File: src/hdl/sff_framer_defines.vh
`ifndef SFF_FRAMER_DEFINES_VH
`define SFF_FRAMER_DEFINES_VH

// ----------------------------------------------------------------------
// Register indices on the plain register port
// ----------------------------------------------------------------------
`define SFF_REG_CONFIG 4'h0
`define SFF_REG_OUTSEL 4'h1
`define SFF_REG_CLAMP_LOW 4'h2
`define SFF_REG_CLAMP_HIGH 4'h3
`define SFF_REG_TICK_DIV 4'h4
`define SFF_REG_PAUSE_LEN 4'h5
`define SFF_REG_STATUS 4'h6
`define SFF_REG_LAST_CRC 4'h7
`define SFF_REG_FRAMES 4'h8

// ----------------------------------------------------------------------
// Configuration field positions
// ----------------------------------------------------------------------
`define SFF_CFG_FMT_HI 15
`define SFF_CFG_FMT_LO 14
`define SFF_CFG_CRC_SEL 11
`define SFF_CFG_PAUSE_EN 8
`define SFF_CFG_ERR_EN 6
`define SFF_CFG_SLOW_EN 4
`define SFF_CFG_RUN 0
`define SFF_OSEL_HI 9
`define SFF_OSEL_LO 8

// Fast channel format codes
`define SFF_FMT_SINGLE 2'h0
`define SFF_FMT_SECURE 2'h1
`define SFF_FMT_DUAL 2'h2
`define SFF_FMT_POS2 2'h3

// Second value selection codes
`define SFF_SEL_TEMP 2'h0
`define SFF_SEL_FIELD 2'h1
`define SFF_SEL_ANGLE 2'h2

// ----------------------------------------------------------------------
// Reset values
// ----------------------------------------------------------------------
`define SFF_RST_CONFIG 16'h0000
`define SFF_RST_OUTSEL 16'h0000
`define SFF_RST_CLAMP_LOW 12'h000
`define SFF_RST_CLAMP_HIGH 12'hFFF
`define SFF_RST_PAUSE_LEN 8'h0C

// ----------------------------------------------------------------------
// Timing
// ----------------------------------------------------------------------
`define SFF_CLK_MHZ 100
`define SFF_TICK_NS 3000
`define SFF_TICK_CYCLES ((`SFF_TICK_NS * `SFF_CLK_MHZ + 999) / 1000)
`define SFF_SYNC_TICKS 8'd56
`define SFF_NIB_BASE_TICKS 8'd12
`define SFF_LOW_TICKS 8'd5
`define SFF_MIN_PAUSE_TICKS 8'd12
`define SFF_CRC_SEED 4'h5
`define SFF_CRC_POLY 4'hD

`endif

File: src/hdl/sff_framer.v
// How it works
// - Two-channel formats send six data nibbles
// - Dual throttle: position then its negation
// - Dual throttle position clamped to limits
// - Position-sensor second value is selectable
// - Each frame opens with calibration pulse
// - Status nibble from error and slow settings
// - Pulses three to five: position, MSN first
// - Dual throttle negation sent LSN first
// - Selected second value sent LSN first
// - CRC nibble after data, variant selectable
// - Pause pulse only when enabled
// - Single channel sends three position nibbles
// - Two-bit field picks fast channel format
// - CRC bit: clear current, set legacy
// - Pause bit: clear continuous, set paused
// - Slow channel bit enables serial messages
`include "sff_framer_defines.vh"
`default_nettype none

module sff_framer (
  input wire sys_clk, // System clock, 100 MHz
  input wire srst, // Synchronous reset, active high
  input wire ce, // Clock enable, freezes all state when low
  input wire [3:0] reg_addr, // Register index
  input wire [15:0] reg_wdata, // Register write data
  input wire reg_we, // Write strobe
  input wire reg_re, // Read strobe
  output reg [15:0] reg_rdata, // Read data, one cycle after strobe
  input wire [11:0] position, // Measured position
  input wire [11:0] temperature, // Measured temperature
  input wire [11:0] field_amp, // Magnetic field amplitude
  input wire [11:0] angle2, // Second angle
  input wire [1:0] sensor_err, // Error indications for status bits 1:0
  input wire [1:0] serial_msg_bits, // Slow channel bits for status 3:2
  output reg sent_out, // SENT line, idle high
  output reg frame_start, // One-cycle pulse at each frame start
  output reg busy // High while a frame is running
);

  // ----------------------------------------------------------------------
  // CRC helper
  // ----------------------------------------------------------------------

  // One nibble shifted in at the low end, MSB first, as the table method does
  function [3:0] sff_crc_step;
    input [3:0] crc;
    input [3:0] nib;
    integer i;
    reg [3:0] c;
    reg fb;
    begin
      c = crc;
      for (i = 3; i >= 0; i = i - 1) begin
        fb = c[3];
        c = {c[2:0], nib[i]};
        if (fb) begin
          c = c ^ `SFF_CRC_POLY;
        end
      end
      sff_crc_step = c;
    end
  endfunction

  // ----------------------------------------------------------------------
  // Registers
  // ----------------------------------------------------------------------
  localparam [31:0] TICK_DIV_FULL = `SFF_TICK_CYCLES;
  localparam [15:0] TICK_DIV_RST = TICK_DIV_FULL[15:0];
  localparam ST_IDLE = 1'b0;
  localparam ST_RUN = 1'b1;

  reg [15:0] cfg;
  reg [15:0] osel;
  reg [11:0] clamp_low;
  reg [11:0] clamp_high;
  reg [15:0] tick_div;
  reg [7:0] pause_len;
  reg [15:0] frames;
  reg [3:0] last_crc;

  wire [1:0] fmt = cfg[`SFF_CFG_FMT_HI:`SFF_CFG_FMT_LO];
  wire six_nib = fmt[1];
  wire [1:0] sel2 = osel[`SFF_OSEL_HI:`SFF_OSEL_LO];

  // ----------------------------------------------------------------------
  // Frame state
  // ----------------------------------------------------------------------
  reg state;
  reg [15:0] tick_cnt;
  reg [7:0] tcnt;
  reg [7:0] pulse_len;
  reg [3:0] idx;
  reg [31:0] snap;
  reg [3:0] snap_ndata;
  reg snap_pause;

  reg next_state;
  reg [7:0] next_tcnt;
  reg [7:0] next_len;
  reg [3:0] next_idx;
  reg next_load;

  // Zero divider would stall the tick, so treat it as one
  wire [15:0] div_m1 = (tick_div == 16'h0000) ? 16'h0000 : tick_div - 16'h0001;
  wire tick = (state == ST_RUN) && (tick_cnt == div_m1);

  // ----------------------------------------------------------------------
  // Frame content captured at each frame start
  // ----------------------------------------------------------------------
  reg [11:0] pos_tx;
  reg [11:0] second;
  reg [3:0] status_nib;
  reg [23:0] data_nibs;
  reg [3:0] crc_calc;
  reg [3:0] ndata;
  integer k;

  // Snapshot keeps one frame consistent while the inputs move
  always @* begin
    pos_tx = position;
    second = temperature;
    status_nib = 4'h0;
    data_nibs = 24'h00_0000;
    crc_calc = `SFF_CRC_SEED;
    ndata = six_nib ? 4'd6 : 4'd3;
    if (fmt == `SFF_FMT_DUAL) begin
      if (position < clamp_low) begin
        pos_tx = clamp_low;
      end else if (position > clamp_high) begin
        pos_tx = clamp_high;
      end
      second = ~pos_tx;
    end else begin
      case (sel2)
        `SFF_SEL_TEMP: second = temperature;
        `SFF_SEL_FIELD: second = field_amp;
        `SFF_SEL_ANGLE: second = angle2;
        default: second = temperature;
      endcase
    end
    // Status bits 1:0 forced low unless error reporting is on
    if (cfg[`SFF_CFG_ERR_EN]) begin
      status_nib[1:0] = sensor_err;
    end
    if (cfg[`SFF_CFG_SLOW_EN]) begin
      status_nib[3:2] = serial_msg_bits;
    end
    // Data nibbles in transmit order, first in the low bits
    data_nibs[3:0] = pos_tx[11:8];
    data_nibs[7:4] = pos_tx[7:4];
    data_nibs[11:8] = pos_tx[3:0];
    data_nibs[15:12] = second[3:0];
    data_nibs[19:16] = second[7:4];
    data_nibs[23:20] = second[11:8];
    for (k = 0; k < 6; k = k + 1) begin
      if (k < ndata) begin
        crc_calc = sff_crc_step(crc_calc, data_nibs[k*4 +: 4]);
      end
    end
    // Current CRC appends a zero nibble, legacy CRC does not
    if (!cfg[`SFF_CFG_CRC_SEL]) begin
      crc_calc = sff_crc_step(crc_calc, 4'h0);
    end
  end

  // ----------------------------------------------------------------------
  // Pulse sequencer
  // ----------------------------------------------------------------------
  reg [3:0] cur_nib;
  reg last_pulse;

  // Pulse index: 0 sync, 1 status, data, CRC, then optional pause
  always @* begin
    next_state = state;
    next_tcnt = tcnt;
    next_len = pulse_len;
    next_idx = idx;
    next_load = 1'b0;
    cur_nib = 4'h0;
    last_pulse = 1'b0;
    // Nibble of the pulse that follows the current one
    if (idx <= snap_ndata + 4'd1) begin
      cur_nib = snap[idx*4 +: 4];
    end
    if (snap_pause) begin
      last_pulse = (idx == snap_ndata + 4'd3);
    end else begin
      last_pulse = (idx == snap_ndata + 4'd2);
    end
    case (state)
      ST_IDLE: begin
        if (cfg[`SFF_CFG_RUN]) begin
          next_state = ST_RUN;
          next_load = 1'b1;
          next_tcnt = 8'd0;
          next_idx = 4'd0;
          next_len = `SFF_SYNC_TICKS;
        end
      end
      ST_RUN: begin
        if (tick) begin
          if (tcnt != pulse_len - 8'd1) begin
            next_tcnt = tcnt + 8'd1;
          end else if (last_pulse) begin
            // Back-to-back frame: falling edge here opens the next sync
            next_tcnt = 8'd0;
            next_idx = 4'd0;
            next_len = `SFF_SYNC_TICKS;
            if (cfg[`SFF_CFG_RUN]) begin
              next_load = 1'b1;
            end else begin
              next_state = ST_IDLE;
            end
          end else begin
            next_tcnt = 8'd0;
            next_idx = idx + 4'd1;
            if (idx + 4'd1 == snap_ndata + 4'd3) begin
              next_len = (pause_len < `SFF_MIN_PAUSE_TICKS) ?
                `SFF_MIN_PAUSE_TICKS : pause_len;
            end else begin
              next_len = `SFF_NIB_BASE_TICKS + {4'h0, cur_nib};
            end
          end
        end
      end
      default: begin
        next_state = ST_IDLE;
      end
    endcase
  end

  // ----------------------------------------------------------------------
  // Clocked state
  // ----------------------------------------------------------------------

  // Tick prescaler, runs only inside frames
  always @(posedge sys_clk) begin
    if (srst) begin
      tick_cnt <= 16'h0000;
    end else if (ce) begin
      if (state != ST_RUN || tick) begin
        tick_cnt <= 16'h0000;
      end else begin
        tick_cnt <= tick_cnt + 16'h0001;
      end
    end
  end

  // Sequencer registers and the line itself
  always @(posedge sys_clk) begin
    if (srst) begin
      state <= ST_IDLE;
      tcnt <= 8'd0;
      pulse_len <= `SFF_SYNC_TICKS;
      idx <= 4'd0;
      snap <= 32'h0000_0000;
      snap_ndata <= 4'd3;
      snap_pause <= 1'b0;
      sent_out <= 1'b1;
      frame_start <= 1'b0;
      busy <= 1'b0;
      frames <= 16'h0000;
      last_crc <= 4'h0;
    end else if (ce) begin
      state <= next_state;
      tcnt <= next_tcnt;
      pulse_len <= next_len;
      idx <= next_idx;
      frame_start <= next_load;
      busy <= (next_state == ST_RUN);
      // Low phase of each pulse, then high for the remainder
      sent_out <= !((next_state == ST_RUN) && (next_tcnt < `SFF_LOW_TICKS));
      if (next_load) begin
        snap <= {4'h0, crc_calc, data_nibs[23:0]} << 4;
        snap[3:0] <= status_nib;
        if (ndata == 4'd3) begin
          snap[19:16] <= crc_calc;
          snap[31:20] <= 12'h000;
        end else begin
          snap[31:28] <= crc_calc;
        end
        snap_ndata <= ndata;
        snap_pause <= cfg[`SFF_CFG_PAUSE_EN];
        frames <= frames + 16'h0001;
        last_crc <= crc_calc;
      end
    end
  end

  // ----------------------------------------------------------------------
  // Register port
  // ----------------------------------------------------------------------

  // Writes; frame settings apply from the next frame start, tick_div at once and pause_len from the next pause pulse
  always @(posedge sys_clk) begin
    if (srst) begin
      cfg <= `SFF_RST_CONFIG;
      osel <= `SFF_RST_OUTSEL;
      clamp_low <= `SFF_RST_CLAMP_LOW;
      clamp_high <= `SFF_RST_CLAMP_HIGH;
      tick_div <= TICK_DIV_RST;
      pause_len <= `SFF_RST_PAUSE_LEN;
    end else if (ce && reg_we) begin
      case (reg_addr)
        `SFF_REG_CONFIG: cfg <= reg_wdata;
        `SFF_REG_OUTSEL: osel <= reg_wdata;
        `SFF_REG_CLAMP_LOW: clamp_low <= reg_wdata[11:0];
        `SFF_REG_CLAMP_HIGH: clamp_high <= reg_wdata[11:0];
        `SFF_REG_TICK_DIV: tick_div <= reg_wdata;
        `SFF_REG_PAUSE_LEN: pause_len <= reg_wdata[7:0];
        default: cfg <= cfg;
      endcase
    end
  end

  // Reads; unmapped indices answer zero
  always @(posedge sys_clk) begin
    if (srst) begin
      reg_rdata <= 16'h0000;
    end else if (ce) begin
      if (reg_re) begin
        case (reg_addr)
          `SFF_REG_CONFIG: reg_rdata <= cfg;
          `SFF_REG_OUTSEL: reg_rdata <= osel;
          `SFF_REG_CLAMP_LOW: reg_rdata <= {4'h0, clamp_low};
          `SFF_REG_CLAMP_HIGH: reg_rdata <= {4'h0, clamp_high};
          `SFF_REG_TICK_DIV: reg_rdata <= tick_div;
          `SFF_REG_PAUSE_LEN: reg_rdata <= {8'h00, pause_len};
          `SFF_REG_STATUS: reg_rdata <= {7'h00, busy, 4'h0, idx};
          `SFF_REG_LAST_CRC: reg_rdata <= {12'h000, last_crc};
          `SFF_REG_FRAMES: reg_rdata <= frames;
          default: reg_rdata <= 16'h0000;
        endcase
      end else begin
        reg_rdata <= 16'h0000;
      end
    end
  end

endmodule // sff_framer

`default_nettype wire

File: config.mk
export PLATFORM = sky130hd
export DESIGN_NAME = sff_framer
export DESIGN_NICKNAME = d
export VERILOG_FILES = /design/src/hdl/sff_framer.v
export VERILOG_INCLUDE_DIRS = /design/src /design/src/hdl
export SDC_FILE = /design/constraint.sdc
export NUM_CORES = 1
export LEC_CHECK = 0
export ABC_AREA = 1
export BUFFER_PORTS_ARGS = -buffer_cell sky130_fd_sc_hd__buf_2
export CAP_MARGIN = 15
export CORE_MARGIN = 8
export CORE_UTILIZATION = 55
export DETAILED_ROUTE_END_ITERATION = 12
export GPL_TIMING_DRIVEN = 1
export PLACE_DENSITY = 0.83
export SYNTH_ARGS = -nofsm -noshare
export SYNTH_HDL_FRONTEND = slang
export SYNTH_SLANG_ARGS = --single-unit
export TNS_END_PERCENT = 5
File: constraint.sdc
create_clock -name sys_clk -period 4.35 [get_ports sys_clk]
set_clock_uncertainty 0.15 [all_clocks]
set_input_delay 0.2175 -clock sys_clk [delete_from_list [all_inputs] [get_ports sys_clk]]
set_output_delay 0.2175 -clock sys_clk [all_outputs]
set_load 0.01 [all_outputs]
==> results of run 1 <==
cell usage after synthesis, drive strengths merged (7+ instances only):
cell	number
nand4	16
a22o	14
inv	239
nor4	15
o41ai	7
a21oi	215
nand2	374
o21ai	166
o22ai	40
xor2	37
or2	7
xnor2	16
buf	10
a22oi	8
clkbuf	63
nor2	98
nand3	142
dfxtp	190
ha	38
o211ai	12
nor3	26
final timing paths:
kind                                     from           to  slack [ns]  depth (start not counted)
worst max-delay path            clamp_high[9]  last_crc[2]       -1.17                         42
worst min-delay path                       ce      tcnt[7]        0.04                          3
worst max register to register  clamp_high[9]  last_crc[2]       -1.17                         42
worst min register to register         cfg[1]       cfg[1]        0.30                          2
through the flow:
| step | utilization (%) | instance area (sq um) |
|---|---|---|
| detailed placement | 63.8 | 13400 |
| finish | 71.8 | 15100 |
| floorplan | - | 11800 |
| CTS | 69.2 | 14600 |
| global route | 71.8 | 15100 |
| global placement | 63.8 | 13400 |
layout make-up:
cell class,instances,area share (%)
clock inverter,15,1.15
clock buffer,17,2.81
multi-input combinational,1272,50.4
timing repair buffer,268,12.1
inverter,245,6.14
tap,275,2.27
sequential,190,25.2
per-layer routing:
layer	routed length (um)	vias up	track usage (%)
li1	-	6397	-
met1	15900	6241	35.2
met2	19100	643	47.5
met3	3460	121	6.14
met4	1570	0	12.1
met5	0	-	0
cells by family after synthesis:
group	Yosys count	share of synthesized area, %
adder cells (fa/ha/maj)	38	4.01
AO/OA/AOI/OAI	492	23.2
flip-flops	190	32.1
XOR/XNOR	53	3.92
AND/OR/NAND/NOR	687	26.5
buffers and inverters	318	10.2
repair_timing:
item | CTS | global route
gates cloned | 2 | 0
pin swaps | 47 | 57
hold endpoints to repair | 37 | 0
resized for setup | 82 | 113
setup buffers | 5 | 5
hold buffers | 19 | 0
endpoints found under the setup margin | 17 | 20
critical path: cells and delay by family (launching register included):
family / cells / cell delay (ns)
simple gates: 32 / 3.66
compound gates: 2 / 0.37
xor+xnor: 1 / 0.21
buf+inv: 6 / 0.37
fa+ha+maj: 1 / 0.25
flops: 1 / 0.34
power by group:
part	internal, uW	switching, uW
Sequential	1760	25.7
Combinational	532	891
Clock	822	772
state kept, by name (all words and copies together), names as in the netlist, 2 cells and up:
signal,flops
cfg,16
clamp_high,12
clamp_low,12
frames,16
idx,4
last_crc,4
osel,16
pause_len,8
pulse_len,8
reg_rdata,16
snap,32
snap_ndata,2
tcnt,8
tick_cnt,16
tick_div,16
==> out/results.tsv, run 1 <==
metric	value	unit
finalSetupTns	-13.17	ns
cpMostUsedCell	nand2_2	
tightest_slew	1.05	ns
clkTransAtPathRegs	0.08	ns
power.static_leakage	0.00661	uW
coreArea	21100	sq um
synth.distinct_cells	54	
async_reset_ff_share	0	%
antenna_found_initial	0	
seq_area_frac_synth	32.1	%
max-cap-violations	0	
layout_setup_ws	-1.17	ns
clk_latency	0.44	ns
wire_per_inst	17.6	um
setup_viol	12	
final_cells	2282	
synth_nets	1893	
power_density	317	nW/um^2
grt_max_degree	85	
place_inst	2218	
dieArea	26500	sq um
regArea	3810	sq um
synth_edf_count	0	
cp-start-kind	flop	
grt_pass1_wl	61500	um
synth_cells	1778	
drc	0	
synth_top_area_cell	dfxtp_1	
timing.final.crit_share	127	%
yosys_register_bits	190	
std_cell_rows	53	
numCtsBuffers	17	
place.gp.congestion	0.998	
layout-drive-gt1-share	24.9	%
die_y	163	um
ios	96	
area_growth	27.8	%
period_needed	5.52	ns
synth_top_area_share	32.1	%
final_max_slew_viol_count	0	
overflow	0	
cp.arrival	5.70	ns
cp_max_fo	8	
initial_utilization	56.2	%
p_total	4800	uW
rsz0062_at_grt	true	
nets	2109	
n_antenna_cell	0	
htree_levels	4	
final_cell_mix	nand2_1 (283), inv_1 (214), a21oi_1 (211)	
hold_class	in -> reg	
firstDrtPassIters	5	
ys.flop_type	dfxtp_1	
fp.dieW	163	um
cts_tree	built	
num_vias	13402	
multi_input_area	7620	sq um
drt-total-wl	40100	um
peakVddDrop	0.249	mV
clockBufferDepth	2	
synth.avg_cell_area	6.66	sq um
slowest_delay	0.34	ns
n_fill_cell	1623	
violations	negative setup slack	
syn_area	11800	sq um
pre_cts_ws	-0.843	ns
dp_hpwl	28200	um
track_usage	28.6	%
port_buffers	95	
via_per_inst	5.87	
yosys_warnings	0	
root_buffer	clkbuf_16	
fmax	181	MHz
drtIter0Drc	1235	
max_slew_margin	29.8	%
clock_sinks	190	
criticalPathCategory	reg -> reg	
cp.required	4.53	ns
hold_violations	0	
whs	0.0434	ns
ys_top_cells_by_area	dfxtp_1 (32%), nand2_1 (11%), a21oi_1 (8.9%)	
ant_nets	0	
layout_commonest_cell	nand2_1	
grt_pass1_vias	12353	
status	complete, but fails checks	
slowest_stage	dfxtp_2	
cp-end-kind	flop	
Note: power is estimated with default switching activity, not from simulation.
==> run 2, diff against run 1 <==
--- a/config.mk
+++ b/config.mk
@@ -7,13 +7,13 @@
 export NUM_CORES = 1
 export LEC_CHECK = 0
 export ABC_AREA = 1
-export BUFFER_PORTS_ARGS = -buffer_cell sky130_fd_sc_hd__buf_2
 export CAP_MARGIN = 15
 export CORE_MARGIN = 8
-export CORE_UTILIZATION = 55
+export CORE_UTILIZATION = 59
 export DETAILED_ROUTE_END_ITERATION = 12
+export DONT_BUFFER_PORTS = 1
 export GPL_TIMING_DRIVEN = 1
-export PLACE_DENSITY = 0.83
+export PLACE_DENSITY = 0.84
 export SYNTH_ARGS = -nofsm -noshare
 export SYNTH_HDL_FRONTEND = slang
 export SYNTH_SLANG_ARGS = --single-unit
==> run 2 against run 1 <==
  * The flow still finishes with violations (negative setup slack)
  * Utilization rose by 3.1 points
  * Final cell count fell by 3.7%
  * Register-to-register slack got worse by 0.04 ns
  * Design area fell by 1.2%
  * Die area fell by 6.1%
  * Fmax fell by 0.67%
  * Sequential share of layout area rose by 0.32 points
  * First-iteration DRC count rose by 26%
  * Flip-flop and latch count did not move
  * Critical endpoint unchanged
  * Largest cell class unchanged
==> out/results.tsv, run 2 (synthesis gave the netlist of run 1 again) <==
metric	value	unit
status	complete, but fails checks	
violations	negative setup slack	
slowest_stage	dfxtp_1	
die_y	158	um
cp_max_fo	6	
ant_nets	0	
slowest_delay	0.31	ns
layout_commonest_cell	nand2_1	
path_depth	41	
drt-total-wl	41100	um
power.static_leakage	0.00635	uW
grt_max_degree	72	
n_fill_cell	1481	
p_total	4770	uW
cpMostUsedCell	nand2_2	
clock_sinks	190	
tightest_slew	0.978	ns
port_buffers	0	
r2r_setup_slack	-1.20	ns
clkTransAtPathRegs	0.08	ns
top_register	snap	
numCtsBuffers	17	
grt_pass1_vias	12295	
hold_class	in -> reg	
std_cell_rows	52	
grt_pass1_wl	62000	um
cp-end-kind	flop	
final_cells	2197	
dp_hpwl	28300	um
place.gp.congestion	0.973	
power_density	319	nW/um^2
root_buffer	clkbuf_16	
period_needed	5.55	ns
antenna_found_initial	1	
criticalPathCategory	reg -> reg	
area_growth	26.2	%
fp.dieW	158	um
track_usage	31.1	%
clk_latency	0.45	ns
layout-drive-gt1-share	22.2	%
wire_per_inst	18.7	um
setup_viol	13	
htree_levels	4	
timing.final.crit_share	128	%
layout_setup_ws	-1.20	ns
hold_depth	3	
cp.buffers_inverters	6	
largest_reg_flops	32	
clockBufferDepth	2	
max_slew_margin	34.6	%
coreArea	20000	sq um
fmax	180	MHz
cts_tree	built	
place_inst	2104	
nets	2027	
initial_utilization	59.3	%
overflow	0	
final_cell_mix	nand2_1 (270), inv_1 (218), a21oi_1 (203)	
max-cap-violations	0	
peakVddDrop	0.290	mV
firstDrtPassIters	7	
post-route-util	74.8	%
dieArea	24900	sq um
crit_family	simple AND/OR/NAND/NOR gates	
rsz0062_at_grt	true	
cp.required	4.54	ns
drtIter0Drc	1551	
cp-start-kind	flop	
cp.arrival	5.74	ns
drc	0	
via_per_inst	6.05	
final_max_slew_viol_count	0	
num_vias	13292	
hold_violations	0	
reg2reg_depth	41	
ios	96	
-- run 2: cell count changes in the layout (fill, tap and decap cells not counted), moves of 12 or more --
cell / before / now
buf_2: 95 / 0
dlygate4sd3_1: 19 / 38
nand2_1: 283 / 270
nand2_2: 60 / 76
nand3_2: 38 / 50
-- run 2: what timing repair did --
item                                    4_1_cts  5_1_grt
hold buffers                                 39        0
pin swaps                                     2       92
gates cloned                                  0        1
hold endpoints to repair                    145        0
endpoints found under the setup margin       14       22
buffers inserted                              0       19
resized for setup                             3      213
-- run 2: final cells by class --
class | instances | area, sq um | area share, %
clock buffers | 18 | 439 | 2.94
inverters | 245 | 927 | 6.20
multi-input cells | 1271 | 7710 | 51.6
diodes | 2 | 5.00 | 0.0335
clock inverters | 14 | 170 | 1.14
flip-flops and latches | 190 | 3810 | 25.5
repair buffers | 187 | 1540 | 10.3
well taps | 270 | 338 | 2.26
-- run 2: worst paths after layout --
path	start	to
worst min-delay path	position[2]	snap[14]
worst max register to register	clamp_low[7]	last_crc[2]
worst min register to register	osel[1]	osel[1]
worst max-delay path	clamp_low[7]	last_crc[2]
-- run 2: power breakdown --
| part | internal, uW | switching [uW] | leakage (uW) |
|---|---|---|---|
| Clock | 839 | 779 | 0.000299 |
| Combinational | 505 | 859 | 0.00452 |
| Sequential | 1760 | 27.4 | 0.00153 |
| Total | 3100 | 1670 | 0.00635 |
-- run 2: metal layers --
layer  up-vias  GRT usage (%)  share of wire, %  wire length (um)
li1       6237              -                 -                 -
met1      6139           37.0                38             15700
met3       199           7.56               8.8              3630
met5         -              0             0.027                11
met4         2           14.7               5.0              2050
met2       715           51.9                48             19800
-- run 2: worst reg2reg max path, delay by kind of cell, from the launching register on --
| family | cells | cell delay (ns) |
|---|---|---|
| AO/OA/AOI/OAI | 6 | 0.95 |
| XOR/XNOR | 1 | 0.19 |
| adder cells (fa/ha/maj) | 1 | 0.30 |
| buffers and inverters | 6 | 0.67 |
| flip-flops | 1 | 0.31 |
| AND/OR/NAND/NOR | 27 | 2.89 |
-- run 2: per-stage QoR --
step	worst slack [ns]	cell area, sq um	setup TNS (ns)	hold slack (ns)
floorplan	-0.172	11800	-1.38	0.194
global placement	-0.592	12900	-6.77	0.145
global route	-1.55	14900	-19.44	0.0420
finish	-1.20	14900	-13.61	0.0359
CTS	-0.845	13900	-9.73	0.0188
detailed placement	-0.833	12900	-9.30	0.145
